===== src/rtl/lsc_pkg.sv =====
// Constants and carrier types for the light screen control block
package lsc_pkg;
  // ************************************************************
  // Timing
  // ************************************************************
  localparam int CLK_PERIOD_NS = 40;
  localparam int MS_NS = 1_000_000;
  localparam int MS_TICK_CYC = MS_NS / CLK_PERIOD_NS;
  localparam int TICK_W = 15;
  localparam int RST_MIN_MS = 250;
  localparam int RST_MAX_MS = 2000;
  localparam int HOLD_W = 12;
  localparam int DEB_MS = 10;
  localparam int DEB_W = 5;
  localparam int BLINK_MS = 250;
  localparam int BLINK_W = 8;
  localparam logic [2:0] CODE_FLASH_HALVES = 3'h6;

  // ************************************************************
  // Selector, display and error encodings
  // ************************************************************
  localparam logic SW_LEFT = 1'b1;
  localparam logic [3:0] DIG_CODE1 = 4'h1;
  localparam logic [3:0] DIG_CODE2 = 4'h2;
  localparam logic [3:0] DIG_DASH = 4'hA;
  localparam logic [3:0] DIG_LATCH = 4'hB;
  localparam logic [3:0] ERR_NONE = 4'h0;
  localparam logic [3:0] ERR_MISMATCH = 4'h1;
  localparam logic [3:0] ERR_LIVE = 4'h2;
  localparam logic [3:0] ERR_INTERNAL = 4'h3;

  // ************************************************************
  // Types
  // ************************************************************
  typedef enum logic [2:0] {
    RX_PWRUP = 3'b000, RX_WAIT = 3'b001, RX_RUN = 3'b010,
    RX_BLOCKED = 3'b011, RX_LATCHED = 3'b100, RX_LOCKOUT = 3'b101
  } rx_state_type;
  typedef enum logic [1:0] {
    EM_PWRUP = 2'b00, EM_RUN = 2'b01, EM_TEST = 2'b10, EM_LOCKOUT = 2'b11
  } em_state_type;
  typedef struct packed {
    logic trip_a;
    logic trip_b;
    logic reduced_resolution_select_a;
    logic reduced_resolution_select_b;
    logic scan;
    logic contactor_feedback_mode;
    logic auxiliary_output_select;
    logic invert;
  } rx_cfg_type;
  typedef struct packed {
    logic scan;
    logic test_fn;
    logic fault_en;
  } em_cfg_type;
  typedef struct packed {
    logic red;
    logic green;
  } led_type;
  typedef struct packed {
    logic blank;
    logic err;
    logic [3:0] digit;
    logic invert;
  } disp_type;
  typedef struct packed {
    logic [TICK_W-1:0] tick_cnt;
    logic tick;
    logic sync1;
    logic sync2;
    logic deb;
    logic [DEB_W-1:0] deb_cnt;
    logic [HOLD_W-1:0] hold_ms;
    logic valid;
  } rq_state_type;
endpackage : lsc_pkg


===== src/rtl/light_screen_ctrl.sv =====
// Configuration, reset and operating-state control for receiver and emitter
`timescale 1ns/10ps
`default_nettype none
// Operation
// - Disagreeing redundant pairs at power-up cause lockout
// - Live change of receiver non-scan selectors causes lockout
// - Trip mode: outputs return on when clear
// - Latch mode: outputs stay off until reset
// - Left reduced-resolution position enables two-beam tolerance
// - Feedback selector picks one or two channel
// - Scan code 1 or 2, matched pairwise
// - Scan code change in run: no lockout
// - Aux output follows outputs or flags lockout
// - Two-channel monitoring disables aux output
// - Invert selector flips the digit display
// - Emitter input is reset or test
// - Emitter fault only when fault-enable on
// - Trip mode needs reset only after lockout
// - Latch: reset at power-up, latch, lockout
// - Lockout held until valid manual reset
// - Valid reset: closed 0.25 to 2 s, acts on opening
// - Closures over two seconds are ignored
// - Power cycle restarts from power-up state
// - Emitter led: red flash, green, blink green, blink red
// - Scan code flashed three times at start/change
// - Emitter lockout shows its error code
// - Receiver led: green on (blinking with reduced resolution), red off, blink red lockout
module light_screen_ctrl #(
  parameter int MS_TICK_CYC = lsc_pkg::MS_TICK_CYC
) (
  input wire logic i_core_clk,
  input wire logic i_rst_n,
  input wire lsc_pkg::rx_cfg_type i_rx_cfg,
  input wire lsc_pkg::em_cfg_type i_em_cfg,
  input wire logic i_rx_reset_sw,
  input wire logic i_em_reset_sw,
  input wire logic i_beams_blocked,
  input wire logic i_rx_internal_fault,
  input wire logic i_em_internal_fault,
  input wire logic [3:0] i_em_fault_code,
  output logic [1:0] o_safety_output_pair,
  output logic o_aux_out,
  output logic o_rx_lockout,
  output logic o_reduced_resolution_en,
  output logic o_one_channel_monitoring,
  output lsc_pkg::led_type o_rx_led,
  output lsc_pkg::disp_type o_rx_disp,
  output lsc_pkg::led_type o_em_led,
  output lsc_pkg::disp_type o_em_disp,
  output logic o_em_fault,
  output logic o_em_test_block
);
  import lsc_pkg::*;

  typedef struct packed {
    logic [1:0] safety_output_pair;
    logic aux;
    logic lock;
    logic rres;
    logic one_ch;
    led_type rx_led;
    disp_type rx_disp;
    led_type em_led;
    disp_type em_disp;
    logic em_fault;
    logic em_test;
  } out_type;

  typedef struct packed {
    rx_cfg_type cfg_s1;
    rx_cfg_type cfg_s2;
    rx_cfg_type cfg_snap;
    em_cfg_type ecfg_s1;
    em_cfg_type ecfg_s2;
    rx_state_type rx_state;
    em_state_type em_state;
    logic [3:0] rx_err;
    logic [3:0] em_err;
    logic [BLINK_W-1:0] blink_cnt;
    logic blink;
    logic [2:0] rx_flash;
    logic [2:0] em_flash;
    logic rx_scan;
    logic em_scan;
    out_type out;
  } ctrl_state_type;

  ctrl_state_type st_r;
  ctrl_state_type st_nxt;
  logic tick;
  logic rx_closed;
  logic rx_ok;
  logic em_closed;
  logic em_ok;
  logic pair_bad;
  logic live_chg;
  logic trip_sel;
  logic one_ch;
  logic blink_edge;
  logic test_fn;
  logic [3:0] rx_cause;

  // ************************************************************
  // Helpers
  // ************************************************************
  function automatic rx_cfg_type cfg_key(input rx_cfg_type c);
    cfg_key = c;
    cfg_key.scan = 1'b0;
  endfunction : cfg_key

  function automatic logic [3:0] scan_digit(input logic sel);
    scan_digit = (sel == SW_LEFT) ? DIG_CODE2 : DIG_CODE1;
  endfunction : scan_digit

  function automatic disp_type make_disp(input logic [2:0] flash, input logic scan,
      input logic lock, input logic [3:0] err, input logic [3:0] idle,
      input logic idle_blank, input logic inv);
    make_disp.invert = inv;
    make_disp.err = lock;
    make_disp.digit = idle;
    make_disp.blank = idle_blank;
    if (lock) begin
      make_disp.digit = err;
      make_disp.blank = 1'b0;
    end else if (flash != CODE_FLASH_HALVES) begin
      make_disp.digit = scan_digit(scan);
      make_disp.blank = flash[0];
    end
  endfunction : make_disp

  reset_qualifier #(.TICK_CYC(MS_TICK_CYC)) u_rx_reset (
    .i_core_clk(i_core_clk),
    .i_rst_n(i_rst_n),
    .i_switch_closed(i_rx_reset_sw),
    .o_tick(tick),
    .o_closed(rx_closed),
    .o_valid(rx_ok)
  );

  reset_qualifier #(.TICK_CYC(MS_TICK_CYC)) u_em_reset (
    .i_core_clk(i_core_clk),
    .i_rst_n(i_rst_n),
    .i_switch_closed(i_em_reset_sw),
    .o_tick(),
    .o_closed(em_closed),
    .o_valid(em_ok)
  );

  assign pair_bad = (st_r.cfg_s2.trip_a != st_r.cfg_s2.trip_b) ||
      (st_r.cfg_s2.reduced_resolution_select_a != st_r.cfg_s2.reduced_resolution_select_b);
  assign live_chg = cfg_key(st_r.cfg_s2) != cfg_key(st_r.cfg_snap);
  assign trip_sel = st_r.cfg_snap.trip_a == SW_LEFT;
  assign one_ch = st_r.cfg_snap.contactor_feedback_mode == SW_LEFT;
  assign test_fn = st_r.ecfg_s2.test_fn == SW_LEFT;
  assign blink_edge = tick && (st_r.blink_cnt == BLINK_W'(BLINK_MS - 1));
  assign rx_cause = i_rx_internal_fault ? ERR_INTERNAL :
                    pair_bad ? ERR_MISMATCH : live_chg ? ERR_LIVE : ERR_NONE;

  // ************************************************************
  // Next state
  // ************************************************************
  always_comb begin
    st_nxt = st_r;
    st_nxt.cfg_s1 = i_rx_cfg;
    st_nxt.cfg_s2 = st_r.cfg_s1;
    st_nxt.ecfg_s1 = i_em_cfg;
    st_nxt.ecfg_s2 = st_r.ecfg_s1;
    if (tick) begin
      st_nxt.blink_cnt = blink_edge ? '0 : st_r.blink_cnt + 1'b1;
    end
    if (blink_edge) begin
      st_nxt.blink = !st_r.blink;
    end
    // Code display: three on/off flashes, restarted on any scan change
    st_nxt.rx_scan = st_r.cfg_s2.scan;
    st_nxt.em_scan = st_r.ecfg_s2.scan;
    if (st_r.rx_scan != st_r.cfg_s2.scan) begin
      st_nxt.rx_flash = '0;
    end else if (blink_edge && st_r.rx_flash != CODE_FLASH_HALVES) begin
      st_nxt.rx_flash = st_r.rx_flash + 1'b1;
    end
    if (st_r.em_scan != st_r.ecfg_s2.scan) begin
      st_nxt.em_flash = '0;
    end else if (blink_edge && st_r.em_flash != CODE_FLASH_HALVES) begin
      st_nxt.em_flash = st_r.em_flash + 1'b1;
    end

    // Receiver
    unique case (st_r.rx_state)
      RX_PWRUP: begin
        st_nxt.cfg_snap = st_r.cfg_s2;
        if (st_r.rx_flash == CODE_FLASH_HALVES) begin
          if (pair_bad) begin
            st_nxt.rx_state = RX_LOCKOUT;
            st_nxt.rx_err = ERR_MISMATCH;
          end else begin
            st_nxt.rx_state = trip_sel ? RX_RUN : RX_WAIT;
          end
        end
      end
      RX_WAIT: begin
        if (rx_ok && !i_beams_blocked) begin
          st_nxt.rx_state = RX_RUN;
        end
      end
      RX_RUN: begin
        if (i_beams_blocked) begin
          st_nxt.rx_state = trip_sel ? RX_BLOCKED : RX_LATCHED;
        end
      end
      RX_BLOCKED: begin
        if (!i_beams_blocked) begin
          st_nxt.rx_state = RX_RUN;
        end
      end
      RX_LATCHED: begin
        if (rx_ok && !i_beams_blocked) begin
          st_nxt.rx_state = RX_RUN;
        end
      end
      RX_LOCKOUT: begin
        if (rx_ok && !pair_bad && !i_rx_internal_fault) begin
          st_nxt.rx_state = RX_RUN;
          st_nxt.rx_err = ERR_NONE;
          st_nxt.cfg_snap = st_r.cfg_s2;
        end
      end
      default: begin
        st_nxt.rx_state = RX_LOCKOUT;
        st_nxt.rx_err = ERR_INTERNAL;
      end
    endcase
    if (st_r.rx_state != RX_LOCKOUT && rx_cause != ERR_NONE &&
        (st_r.rx_state != RX_PWRUP || i_rx_internal_fault)) begin
      st_nxt.rx_state = RX_LOCKOUT;
      st_nxt.rx_err = rx_cause;
    end

    // Emitter
    unique case (st_r.em_state)
      EM_PWRUP: begin
        if (st_r.em_flash == CODE_FLASH_HALVES) begin
          st_nxt.em_state = EM_RUN;
        end
      end
      EM_RUN: begin
        if (test_fn && em_closed) begin
          st_nxt.em_state = EM_TEST;
        end
      end
      EM_TEST: begin
        if (!(test_fn && em_closed)) begin
          st_nxt.em_state = EM_RUN;
        end
      end
      EM_LOCKOUT: begin
        if (!test_fn && em_ok && !i_em_internal_fault) begin
          st_nxt.em_state = EM_RUN;
          st_nxt.em_err = ERR_NONE;
        end
      end
    endcase
    if (i_em_internal_fault && st_r.em_state != EM_LOCKOUT) begin
      st_nxt.em_state = EM_LOCKOUT;
      st_nxt.em_err = i_em_fault_code;
    end

    // Outputs, registered with the state
    st_nxt.out.safety_output_pair = {2{st_nxt.rx_state == RX_RUN}};
    st_nxt.out.lock = st_nxt.rx_state == RX_LOCKOUT;
    st_nxt.out.rres = st_nxt.cfg_snap.reduced_resolution_select_a == SW_LEFT;
    st_nxt.out.one_ch = st_nxt.cfg_snap.contactor_feedback_mode == SW_LEFT;
    if (!st_nxt.out.one_ch) begin
      st_nxt.out.aux = 1'b0;
    end else if (st_nxt.cfg_snap.auxiliary_output_select == SW_LEFT) begin
      st_nxt.out.aux = st_nxt.out.safety_output_pair[0];
    end else begin
      st_nxt.out.aux = st_nxt.out.lock;
    end
    st_nxt.out.rx_led = '0;
    unique case (st_nxt.rx_state)
      RX_PWRUP: st_nxt.out.rx_led.red = st_nxt.rx_flash == '0;
      RX_LOCKOUT: st_nxt.out.rx_led.red = st_nxt.blink;
      RX_RUN: st_nxt.out.rx_led.green = !st_nxt.out.rres || st_nxt.blink;
      default: st_nxt.out.rx_led.red = 1'b1;
    endcase
    st_nxt.out.rx_disp = make_disp(st_nxt.rx_flash, st_nxt.cfg_s2.scan,
        st_nxt.out.lock, st_nxt.rx_err, trip_sel ? DIG_DASH : DIG_LATCH, 1'b0,
        st_nxt.cfg_snap.invert == SW_LEFT);
    st_nxt.out.em_led = '0;
    unique case (st_nxt.em_state)
      EM_PWRUP: st_nxt.out.em_led.red = st_nxt.em_flash == '0;
      EM_RUN: st_nxt.out.em_led.green = 1'b1;
      EM_TEST: st_nxt.out.em_led.green = st_nxt.blink;
      EM_LOCKOUT: st_nxt.out.em_led.red = st_nxt.blink;
    endcase
    st_nxt.out.em_disp = make_disp(st_nxt.em_flash, st_nxt.ecfg_s2.scan,
        st_nxt.em_state == EM_LOCKOUT, st_nxt.em_err, DIG_DASH, 1'b1, 1'b0);
    st_nxt.out.em_fault = (st_nxt.em_state == EM_LOCKOUT) &&
        (st_nxt.ecfg_s2.fault_en == SW_LEFT);
    st_nxt.out.em_test = st_nxt.em_state == EM_TEST;
  end

  // Power loss is the reset: everything restarts at power-up
  always_ff @(posedge i_core_clk or negedge i_rst_n) begin
    if (!i_rst_n) begin
      st_r <= '0;
    end else begin
      st_r <= st_nxt;
    end
  end

  assign o_safety_output_pair = st_r.out.safety_output_pair;
  assign o_aux_out = st_r.out.aux;
  assign o_rx_lockout = st_r.out.lock;
  assign o_reduced_resolution_en = st_r.out.rres;
  assign o_one_channel_monitoring = st_r.out.one_ch;
  assign o_rx_led = st_r.out.rx_led;
  assign o_rx_disp = st_r.out.rx_disp;
  assign o_em_led = st_r.out.em_led;
  assign o_em_disp = st_r.out.em_disp;
  assign o_em_fault = st_r.out.em_fault;
  assign o_em_test_block = st_r.out.em_test;
endmodule : light_screen_ctrl
`default_nettype wire


===== src/rtl/reset_qualifier.sv =====
// Reset switch synchroniser, debouncer and closure-duration qualifier
`timescale 1ns/10ps
`default_nettype none
module reset_qualifier #(
  parameter int TICK_CYC = lsc_pkg::MS_TICK_CYC
) (
  input wire logic i_core_clk,
  input wire logic i_rst_n,
  input wire logic i_switch_closed,
  output logic o_tick,
  output logic o_closed,
  output logic o_valid
);
  import lsc_pkg::*;

  rq_state_type st_r;
  rq_state_type st_nxt;

  // ************************************************************
  // Next state
  // ************************************************************
  always_comb begin
    st_nxt = st_r;
    st_nxt.sync1 = i_switch_closed;
    st_nxt.sync2 = st_r.sync1;
    st_nxt.tick = 1'b0;
    st_nxt.valid = 1'b0;
    if (st_r.tick_cnt == TICK_W'(TICK_CYC - 1)) begin
      st_nxt.tick_cnt = '0;
      st_nxt.tick = 1'b1;
    end else begin
      st_nxt.tick_cnt = st_r.tick_cnt + 1'b1;
    end
    // Level must stay changed for the debounce time before it is taken
    if (st_r.sync2 == st_r.deb) begin
      st_nxt.deb_cnt = '0;
    end else if (st_r.tick) begin
      if (st_r.deb_cnt == DEB_W'(DEB_MS - 1)) begin
        st_nxt.deb = st_r.sync2;
        st_nxt.deb_cnt = '0;
      end else begin
        st_nxt.deb_cnt = st_r.deb_cnt + 1'b1;
      end
    end
    // Closure time in ms, saturating just past the longest allowed hold
    if (!st_r.deb) begin
      st_nxt.hold_ms = '0;
    end else if (st_r.tick && st_r.hold_ms <= HOLD_W'(RST_MAX_MS)) begin
      st_nxt.hold_ms = st_r.hold_ms + 1'b1;
    end
    // Act on opening; too long a closure gives nothing
    if (st_r.deb && !st_nxt.deb) begin
      st_nxt.valid = (st_r.hold_ms >= HOLD_W'(RST_MIN_MS)) &&
                     (st_r.hold_ms <= HOLD_W'(RST_MAX_MS));
    end
  end

  always_ff @(posedge i_core_clk or negedge i_rst_n) begin
    if (!i_rst_n) begin
      st_r <= '0;
    end else begin
      st_r <= st_nxt;
    end
  end

  assign o_tick = st_r.tick;
  assign o_closed = st_r.deb;
  assign o_valid = st_r.valid;
endmodule : reset_qualifier
`default_nettype wire


===== config.mk =====
export PLATFORM = sky130hd
export DESIGN_NAME = light_screen_ctrl
export DESIGN_NICKNAME = d
export VERILOG_FILES = /design/src/rtl/lsc_pkg.sv /design/src/rtl/light_screen_ctrl.sv /design/src/rtl/reset_qualifier.sv
export SDC_FILE = /design/constraint.sdc
export NUM_CORES = 1
export LEC_CHECK = 0
export BUFFER_PORTS_ARGS = -buffer_cell sky130_fd_sc_hd__buf_2
export CAP_MARGIN = 20
export CORE_AREA = 3 3 124 126
export DETAILED_ROUTE_END_ITERATION = 10
export DIE_AREA = 0 0 127 129
export HOLD_SLACK_MARGIN = 0.02
export PLACE_DENSITY = 0.67
export SETUP_SLACK_MARGIN = 0.5
export SYNTH_ARGS = -nofsm -noshare
export SYNTH_HDL_FRONTEND = slang
export SYNTH_HIERARCHICAL = 1
export SYNTH_SLANG_ARGS = --single-unit

===== constraint.sdc =====
create_clock -name i_core_clk -period 2.8 [get_ports i_core_clk]
set_input_delay 0 -clock i_core_clk [delete_from_list [all_inputs] [get_ports i_core_clk]]
set_output_delay 0 -clock i_core_clk [all_outputs]
set_load 0.1 [all_outputs]

## After elaboration in Yosys (flattened, before gate mapping)

Index checks and enable logic that the tools add are counted.

- Output and inout bits: 26
- Register bits after elaboration: 152

- Order comparisons: 4
- Reductions and logical operators: 45
- Equal/unequal tests: 36
- Add/sub/neg operators: 9
- Mux-type cells: 72

Operators by type and width:

| kind | number |
|---|---|
| $mux 12 | 4 |
| $mux 4 | 11 |
| $mux 3 | 12 |
| $add 15x1->15 const B | 2 |
| $eq 15x15->1 const B | 2 |
| $mux 15 | 2 |
| $add 12x1->12 const B | 2 |
| $ge 12x8->1 const B | 2 |
| $le 12x11->1 const B | 2 |
| $mux 2 | 11 |
| $mux 5 | 4 |
| $logic_and 1x1->1 | 19 |
| $mux 1 | 17 |
| $mux 8 | 2 |
| $pmux 8 s2 | 1 |
| $eq 3x3->1 const B | 5 |
| $ne 3x3->1 const B | 5 |
| $pmux 3 s5 | 1 |
| $logic_not 3->1 | 4 |
| $mux 6 | 2 |
| $pmux 4 s3 | 1 |
| $add 5x1->5 const B | 2 |
| $eq 5x4->1 const B | 2 |
| $eq 3x2->1 const B | 3 |
| other kinds (22) | 48 |

## Longest topological paths before layout

Gate-level depths: netlist of the first run.

- Word-level depth: 11
- Depth in mapped cells: 10
- Depth with buffers taken out: 9

## Hierarchy

The synthesis of the first run kept the hierarchy.

By module, submodules not included:

| module | cells an instance | instances | area an instance (sq um) |
|---|---|---|---|
| reset_qualifier | 174 | 2 | 1813.0 |
| light_screen_ctrl | 302 | 1 | 3548.4 |

## Least setup slack after synthesis of the first run

No wires, ideal clock.

- Path kind: register -> register
- From: register o_one_channel_monitoring (netlist name)
- To: register st_r, in the netlist o_rx_disp[2]
- Buffers on the path: 0
- Required time: 2.681 ns
- Slack: 0.374 ns
- Stages on the path, launching flop included: 7
- Data arrival time: 2.307 ns
- Cell sequence: dfrtp_1 > xnor2_1 > nand4_1 > o41a_1 > a21oi_4 > or3b_1 > o21a_1

RTL lines:

| item | RTL line | RTL |
|---|---|---|
| end signal, assigned | light_screen_ctrl.sv:309 | `st_r <= st_nxt;` |
| end, declared | light_screen_ctrl.sv:88 | `ctrl_state_type st_r;` |

==> run metrics, run 1 <==
net count of the finished layout=roughly 770; vias in the first global route=4845; cell type with the highest aggregate area in the netlist=sky130_fd_sc_hd__dfrtp_1; Synth area leaders=sky130_fd_sc_hd__dfrtp_1, sky130_fd_sc_hd__ha_1, sky130_fd_sc_hd__xor2_1; tightest slew margin relative to the limit=0.369; Seq cells post-synth=152; minimum clock period=~2.3 ns; data arrival time at the worst-slack endpoint=2.56 ns; die width=about 130 um; Clock Pin Slew Worst Setup and Hold Paths=~0.06 ns; setup violation total in the final timing report=0; clock tree root driver cell=sky130_fd_sc_hd__clkbuf_16; share of flip-flops with an asynchronous set or reset after synthesis=1.00; net count after synthesis=692; clock tree from TritonCTS=yes; ratio of routed vias to standard cells=approximately 5.6; number of remaining DRC errors=0; number of antenna violations at the first check in global routing=0; kind of critical path=reg2reg; worst clock skew on the final layout=0.00552 ns; overall global routing resource usage=0.173; max-slew violations=0; wire per inst=about 15 um; std cell rows=between 40 and 50; Netlist Area Pre-Place=0.00717 mm^2; Yosys top cell area share=0.530; final count of hold timing violations=0; most used flip-flop cell after synthesis=sky130_fd_sc_hd__dfrtp_1; Worst Path Required=3.11 ns; area used by multi-input combinational logic=0.00311 mm^2; final critical-path setup slack=0.544 ns; proportion of power drawn by the clock network=0.484; RSZ-0062 raised after global routing=yes; Max Cap Violations=0; vertical die dimension=129 um; leakage=3.76 nW; Critical Path Sink Type=flop; DR pass1 iterations=5; number of I/O pins=48; Slowest cell on crit path=sky130_fd_sc_hd__dfrtp_2; number of warnings reported in the yosys synthesis log=6; sequential area share after synthesis=0.530; DRT antenna net count=0; number of enable-type register cells in the synthesized netlist=0; Num CTS Buffers=17; per-instance average area after synthesis=11.0 um^2; post-route cell area=0.00848 mm^2; part of the total power dissipated in combinational logic=0.044; element type at the critical path start=flop; ant diodes=0; Final GP Congestion=0.829; Cell variety after synth=between 70 and 80; global-route wire length before repair=22900 um; layout cells sized above 1=0.197; number of DRC violations after detailed-routing iteration 0=about 350; clock buffer depth=2; Switching Power=1.06 mW; synthesis-to-layout area growth=18.2%; pin slew with the least headroom to its limit=around 0.94 ns; worst min-delay path class=in2async; Placed Area=0.00747 mm^2; clk_lat worst skew=between 0.4 and 0.5 ns; run status=finished clean; # port buffers=46; area enclosed by the die boundary=0.0164 mm^2; internal power=between 3 and 4 mW; dominant cell by count in the synthesized netlist=sky130_fd_sc_hd__dfrtp_1; Flop pwr share=0.473; peak clock frequency supported by timing=0.443 GHz; Switching Fraction=0.222; residual overflow from global routing=0; post-synthesis cell count=650; Detail Placement HPWL=8870 um; Initial Utilization=0.497; Place WS=0.396 ns; peak supply drop=about 0.43 mV; most common library cells after synthesis=sky130_fd_sc_hd__dfrtp_1, sky130_fd_sc_hd__nand2_1, sky130_fd_sc_hd__nor2_1, sky130_fd_sc_hd__o21ai_0; detailed-route wire length=around 13000 um; sinks on the clock net=between 150 and 200; filler instances=1147; maximum fanout along the worst path=10; Core Area=0.0144 mm^2; Critical Path, Cell by Cell=and3b_1 -> a222oi_1 -> o211ai_1 -> a21oi_4 -> or3b_1 -> o21a_1; total negative slack for setup checks=0 ns; Power Dens Cells=562 mW/mm^2; routed vias=5109; Seq. cell area=0.00381 mm^2; final clock period utilization by the worst path=0.806; largest net degree at the start of global routing=82; number of levels the H-tree was split into=4; slowest stage delay, CP=0.47 ns
-- flip-flops by register name, indices dropped and copies added, names as in the netlist, 2 cells and up --
signal and count:
u_em_reset/st_r 33, st_nxt 13, st_r 40, o_em_disp 6, o_em_led 2, u_rx_reset/st_r 33
o_rx_led 2, o_rx_disp 7
-- path summary, 6_finish.rpt --
check                                 start      endpoint  slack, ns  cells after the start
min in group i_core_clk         i_rx_cfg[2]    st_nxt[72]       0.22                      2
worst max-delay path               st_r[53]  o_rx_disp[2]       0.54                      6
worst min-delay path                i_rst_n      st_r[48]       0.18                      2
max in group asynchronous           i_rst_n      st_r[28]       1.81                      3
worst max register to register     st_r[53]  o_rx_disp[2]       0.54                      6
worst min register to register   st_nxt[76]      st_r[76]       0.35                      0
-- metrics by stage --
step	utilization	power [mW]	std cells	hold slack (ns)
after floorplan	-	2.40	650	-0.296
after global placement	0.518	2.47	850	0.0807
after detailed placement	0.518	2.48	850	0.0829
after CTS	0.577	4.82	904	0.199
after global routing	0.588	4.95	920	0.202
final	0.588	4.76	920	0.176
-- placed cells by master (no fill, tap or decap), types with 17 or more instances in the layout --
cell,count
sky130_fd_sc_hd__buf_4,22
sky130_fd_sc_hd__dfrtp_1,147
sky130_fd_sc_hd__buf_2,45
sky130_fd_sc_hd__a21oi_1,26
sky130_fd_sc_hd__inv_1,26
sky130_fd_sc_hd__xnor2_1,21
sky130_fd_sc_hd__ha_1,18
sky130_fd_sc_hd__nand2_1,41
sky130_fd_sc_hd__dlygate4sd3_1,20
sky130_fd_sc_hd__o21ai_0,30
sky130_fd_sc_hd__xor2_1,22
sky130_fd_sc_hd__clkbuf_16,17
sky130_fd_sc_hd__nand3_1,22
sky130_fd_sc_hd__nor2_1,38
-- what timing repair did --
item	4_1_cts	5_1_grt
gates resized for setup	6	9
buffers inserted	2	16
pin swaps	1	5
hold buffers	20	0
endpoints found under the hold margin	103	0
endpoints found under the setup margin	5	4
-- per-layer routing --
| layer | global-route usage | wire, um |
|---|---|---|
| met4 | 0.0700 | 248 |
| met2 | 0.272 | 6430 |
| met1 | 0.233 | 6200 |
| met3 | 0.0415 | 466 |
| met5 | 0 | 0 |
-- critical path: cells and delay by family (launching register included) --
family | cells | cell delay [ns]
compound gates | 4 | 1.05
flops | 1 | 0.47
simple gates | 2 | 0.62
-- cell type report --
type                    count  share of cell area
well taps                 184              0.0272
multi-input cells         434               0.366
inverters                  29              0.0128
repair buffers             89              0.0734
flip-flops and latches    152               0.449
clock buffers              18              0.0506
clock inverters            14              0.0202
-- kinds of logic after synthesis --
group | Yosys count | synth area share
and+or+nand+nor | 229 | 0.185
muxes | 15 | 0.0230
xor gates and xnor gates | 43 | 0.0525
buffers and inverters | 64 | 0.0462
other | 1 | 0.000523
AOI/OAI and AO/OA | 126 | 0.127
adders and majority gates | 20 | 0.0349
DFF | 152 | 0.530
-- power by group through the flow --
stage                     registers, mW  logic [mW]  clock network, mW
after floorplan                    2.29       0.114                  0
after global placement             2.29       0.187                  0
after detailed placement           2.29       0.189                  0
after CTS                          2.25       0.212               2.36
after global routing               2.25       0.230               2.47
final                              2.25       0.209               2.30
Power figures use the tool's default switching activity.
==> run 2: changes to the inputs <==
==> constraint.sdc (replaced) <==
create_clock -name i_core_clk -period 2.2 [get_ports i_core_clk]
set_input_delay 0 -clock i_core_clk [delete_from_list [all_inputs] [get_ports i_core_clk]]
set_output_delay 0 -clock i_core_clk [all_outputs]
set_load 0.1 [all_outputs]
==> run metrics, run 2 (synthesis gave the netlist of run 1 again) <==
Initial Utilization=0.497; maximum fanout along the worst path=7; Largest Register=st_r; ratio of routed vias to standard cells=5.58; RSZ-0062 raised after global routing=yes; internal power=5.01 mW; layout cells sized above 1=0.358; Final GP Congestion=around 0.83; clock tree root driver cell=sky130_fd_sc_hd__clkbuf_16; Flop pwr share=0.454; Power Dens Cells=663 mW/mm^2; endpoint of the worst-slack reg-to-reg timing path=o_rx_led[1]; Clock Pin Slew Worst Setup and Hold Paths=0.06 ns; DRT antenna net count=0; routed vias=5487; number of antenna violations at the first check in global routing=0; data arrival time at the worst-slack endpoint=2.41 ns; std cell rows=44; Core Area=0.0144 mm^2; Placed Area=0.00769 mm^2; worst clock skew on the final layout=0.0115 ns; Critical Path Sink Type=flop; ant diodes=0; number of levels the H-tree was split into=4; most frequent standard cell in the layout excluding fill and tap cells=sky130_fd_sc_hd__dfrtp_1; run status=finished clean; sinks on the clock net=152; wire per inst=16.2 um; part of the total power dissipated in combinational logic=0.045; Detail Placement HPWL=9700 um; net count of the finished layout=~830; number of I/O pins=48; number of DRC violations after detailed-routing iteration 0=363; post-route cell area=~0.0095 mm^2; registers with the most flip-flops=st_r: 40 flops, u_em_reset/st_r: 33 flops, u_rx_reset/st_r: 33 flops; detailed-route wire length=15900 um; beginning of the worst register-to-register path=st_r[53]; Num CTS Buffers=17; Worst Path Required=approximately 2.5 ns; minimum clock period=2.11 ns; # port buffers=46; max-slew violations=0; max reg flops=40; Switching Power=around 1.3 mW; Switching Fraction=0.206; clock tree from TritonCTS=yes; final count of hold timing violations=0; proportion of power drawn by the clock network=0.502; slowest stage delay, CP=0.41 ns; final clock period utilization by the worst path=0.961; total negative slack for setup checks=0 ns; vertical die dimension=129 um; die width=127 um; Max Cap Violations=0; peak supply drop=~0.58 mV; Critical Path, Cell by Cell=buf_4 -> nor2b_1 -> a222oi_1 -> o211ai_1 -> or2_4 -> o32a_1; global-route wire length before repair=26300 um; kind of critical path=reg2reg; setup violation total in the final timing report=0; clock buffer depth=2; synthesis-to-layout area growth=32.7%; element type at the critical path start=flop; leakage=just over 4 nW; worst min-delay path class=in2async; area used by multi-input combinational logic=0.00355 mm^2; clk_lat worst skew=0.42 ns; peak clock frequency supported by timing=0.473 GHz; Slowest cell on crit path=sky130_fd_sc_hd__dfrtp_1; residual overflow from global routing=0; Seq. cell area=0.00383 mm^2; commonest cells after routing, fill and taps aside=sky130_fd_sc_hd__dfrtp_1, sky130_fd_sc_hd__buf_4, sky130_fd_sc_hd__buf_2; flop-to-flop setup slack=0.09 ns; overall global routing resource usage=0.198; number of remaining DRC errors=0; Worst Reg2Reg Path Length in Cells=6; area enclosed by the die boundary=0.0164 mm^2; largest net degree at the start of global routing=58; filler instances=1064; DR pass1 iterations=5; vias in the first global route=5475
==> run 2: how the worst max path moves through the flow <==
stage               slack [ns]                startpoint  cells after the start           end
floorplan                 0.10  o_one_channel_monitoring                      6  o_rx_disp[2]
global placement          0.09                  st_r[75]                      5   o_rx_led[1]
detailed placement        0.05                  st_r[36]                      8  o_rx_disp[2]
CTS                       0.11                  st_r[55]                      5   o_rx_led[1]
global route             0.001                  st_r[31]                      7   o_rx_led[1]
finish                    0.09                  st_r[53]                      6   o_rx_led[1]
==> run 2: worst max-delay path: cells and delay by family, from the launching register on <==
family | cells | cell delay, ns
AOI/OAI and AO/OA | 3 | 0.97
DFF | 1 | 0.41
and+or+nand+nor | 2 | 0.44
buffers and inverters | 1 | 0.18
==> run 2: per-stage QoR <==
step	instances	utilization	total power, mW	hold WS (ns)	setup WS [ns]
final	984	0.660	6.31	0.0570	0.0862
after global routing	984	0.660	6.52	0.0826	0.00111
after CTS	968	0.635	6.37	0.0384	0.114
after detailed placement	865	0.533	3.16	-0.0551	0.0522
after global placement	865	0.533	3.15	-0.0554	0.0860
after floorplan	650	-	3.06	-0.296	0.102
==> run 2: power by group through the flow <==
stage	clock network, mW	registers [mW]	logic, mW
after floorplan	0	2.91	0.145
after global placement	0	2.91	0.242
after detailed placement	0	2.91	0.245
after CTS	3.22	2.86	0.283
after global routing	3.34	2.86	0.307
final	3.17	2.86	0.283
==> run 2: cell type report <==
cell class	instances	share of cell area
sequential	152	0.403
multi-input combinational	436	0.373
timing repair buffer	151	0.121
clock buffer	25	0.0500
tap	184	0.0242
clock inverter	7	0.0175
inverter	29	0.0114
==> run 2: timing repair <==
action                     4_1_cts  5_1_grt
pin swaps                       56       28
gates resized for setup         59       57
hold endpoints to repair       175        0
cloned                           2        0
setup buffers                   50       16
setup endpoints to repair       62       69
hold buffers                    19        0
==> run 2: layer usage <==
| metal | up-vias | routed length [um] | GRT usage |
|---|---|---|---|
| met4 | 0 | 389 | 0.0763 |
| met5 | - | 0 | 0 |
| li1 | 2592 | - | - |
| met1 | 2753 | 7080 | 0.256 |
| met2 | 104 | 7880 | 0.324 |
| met3 | 38 | 552 | 0.0469 |
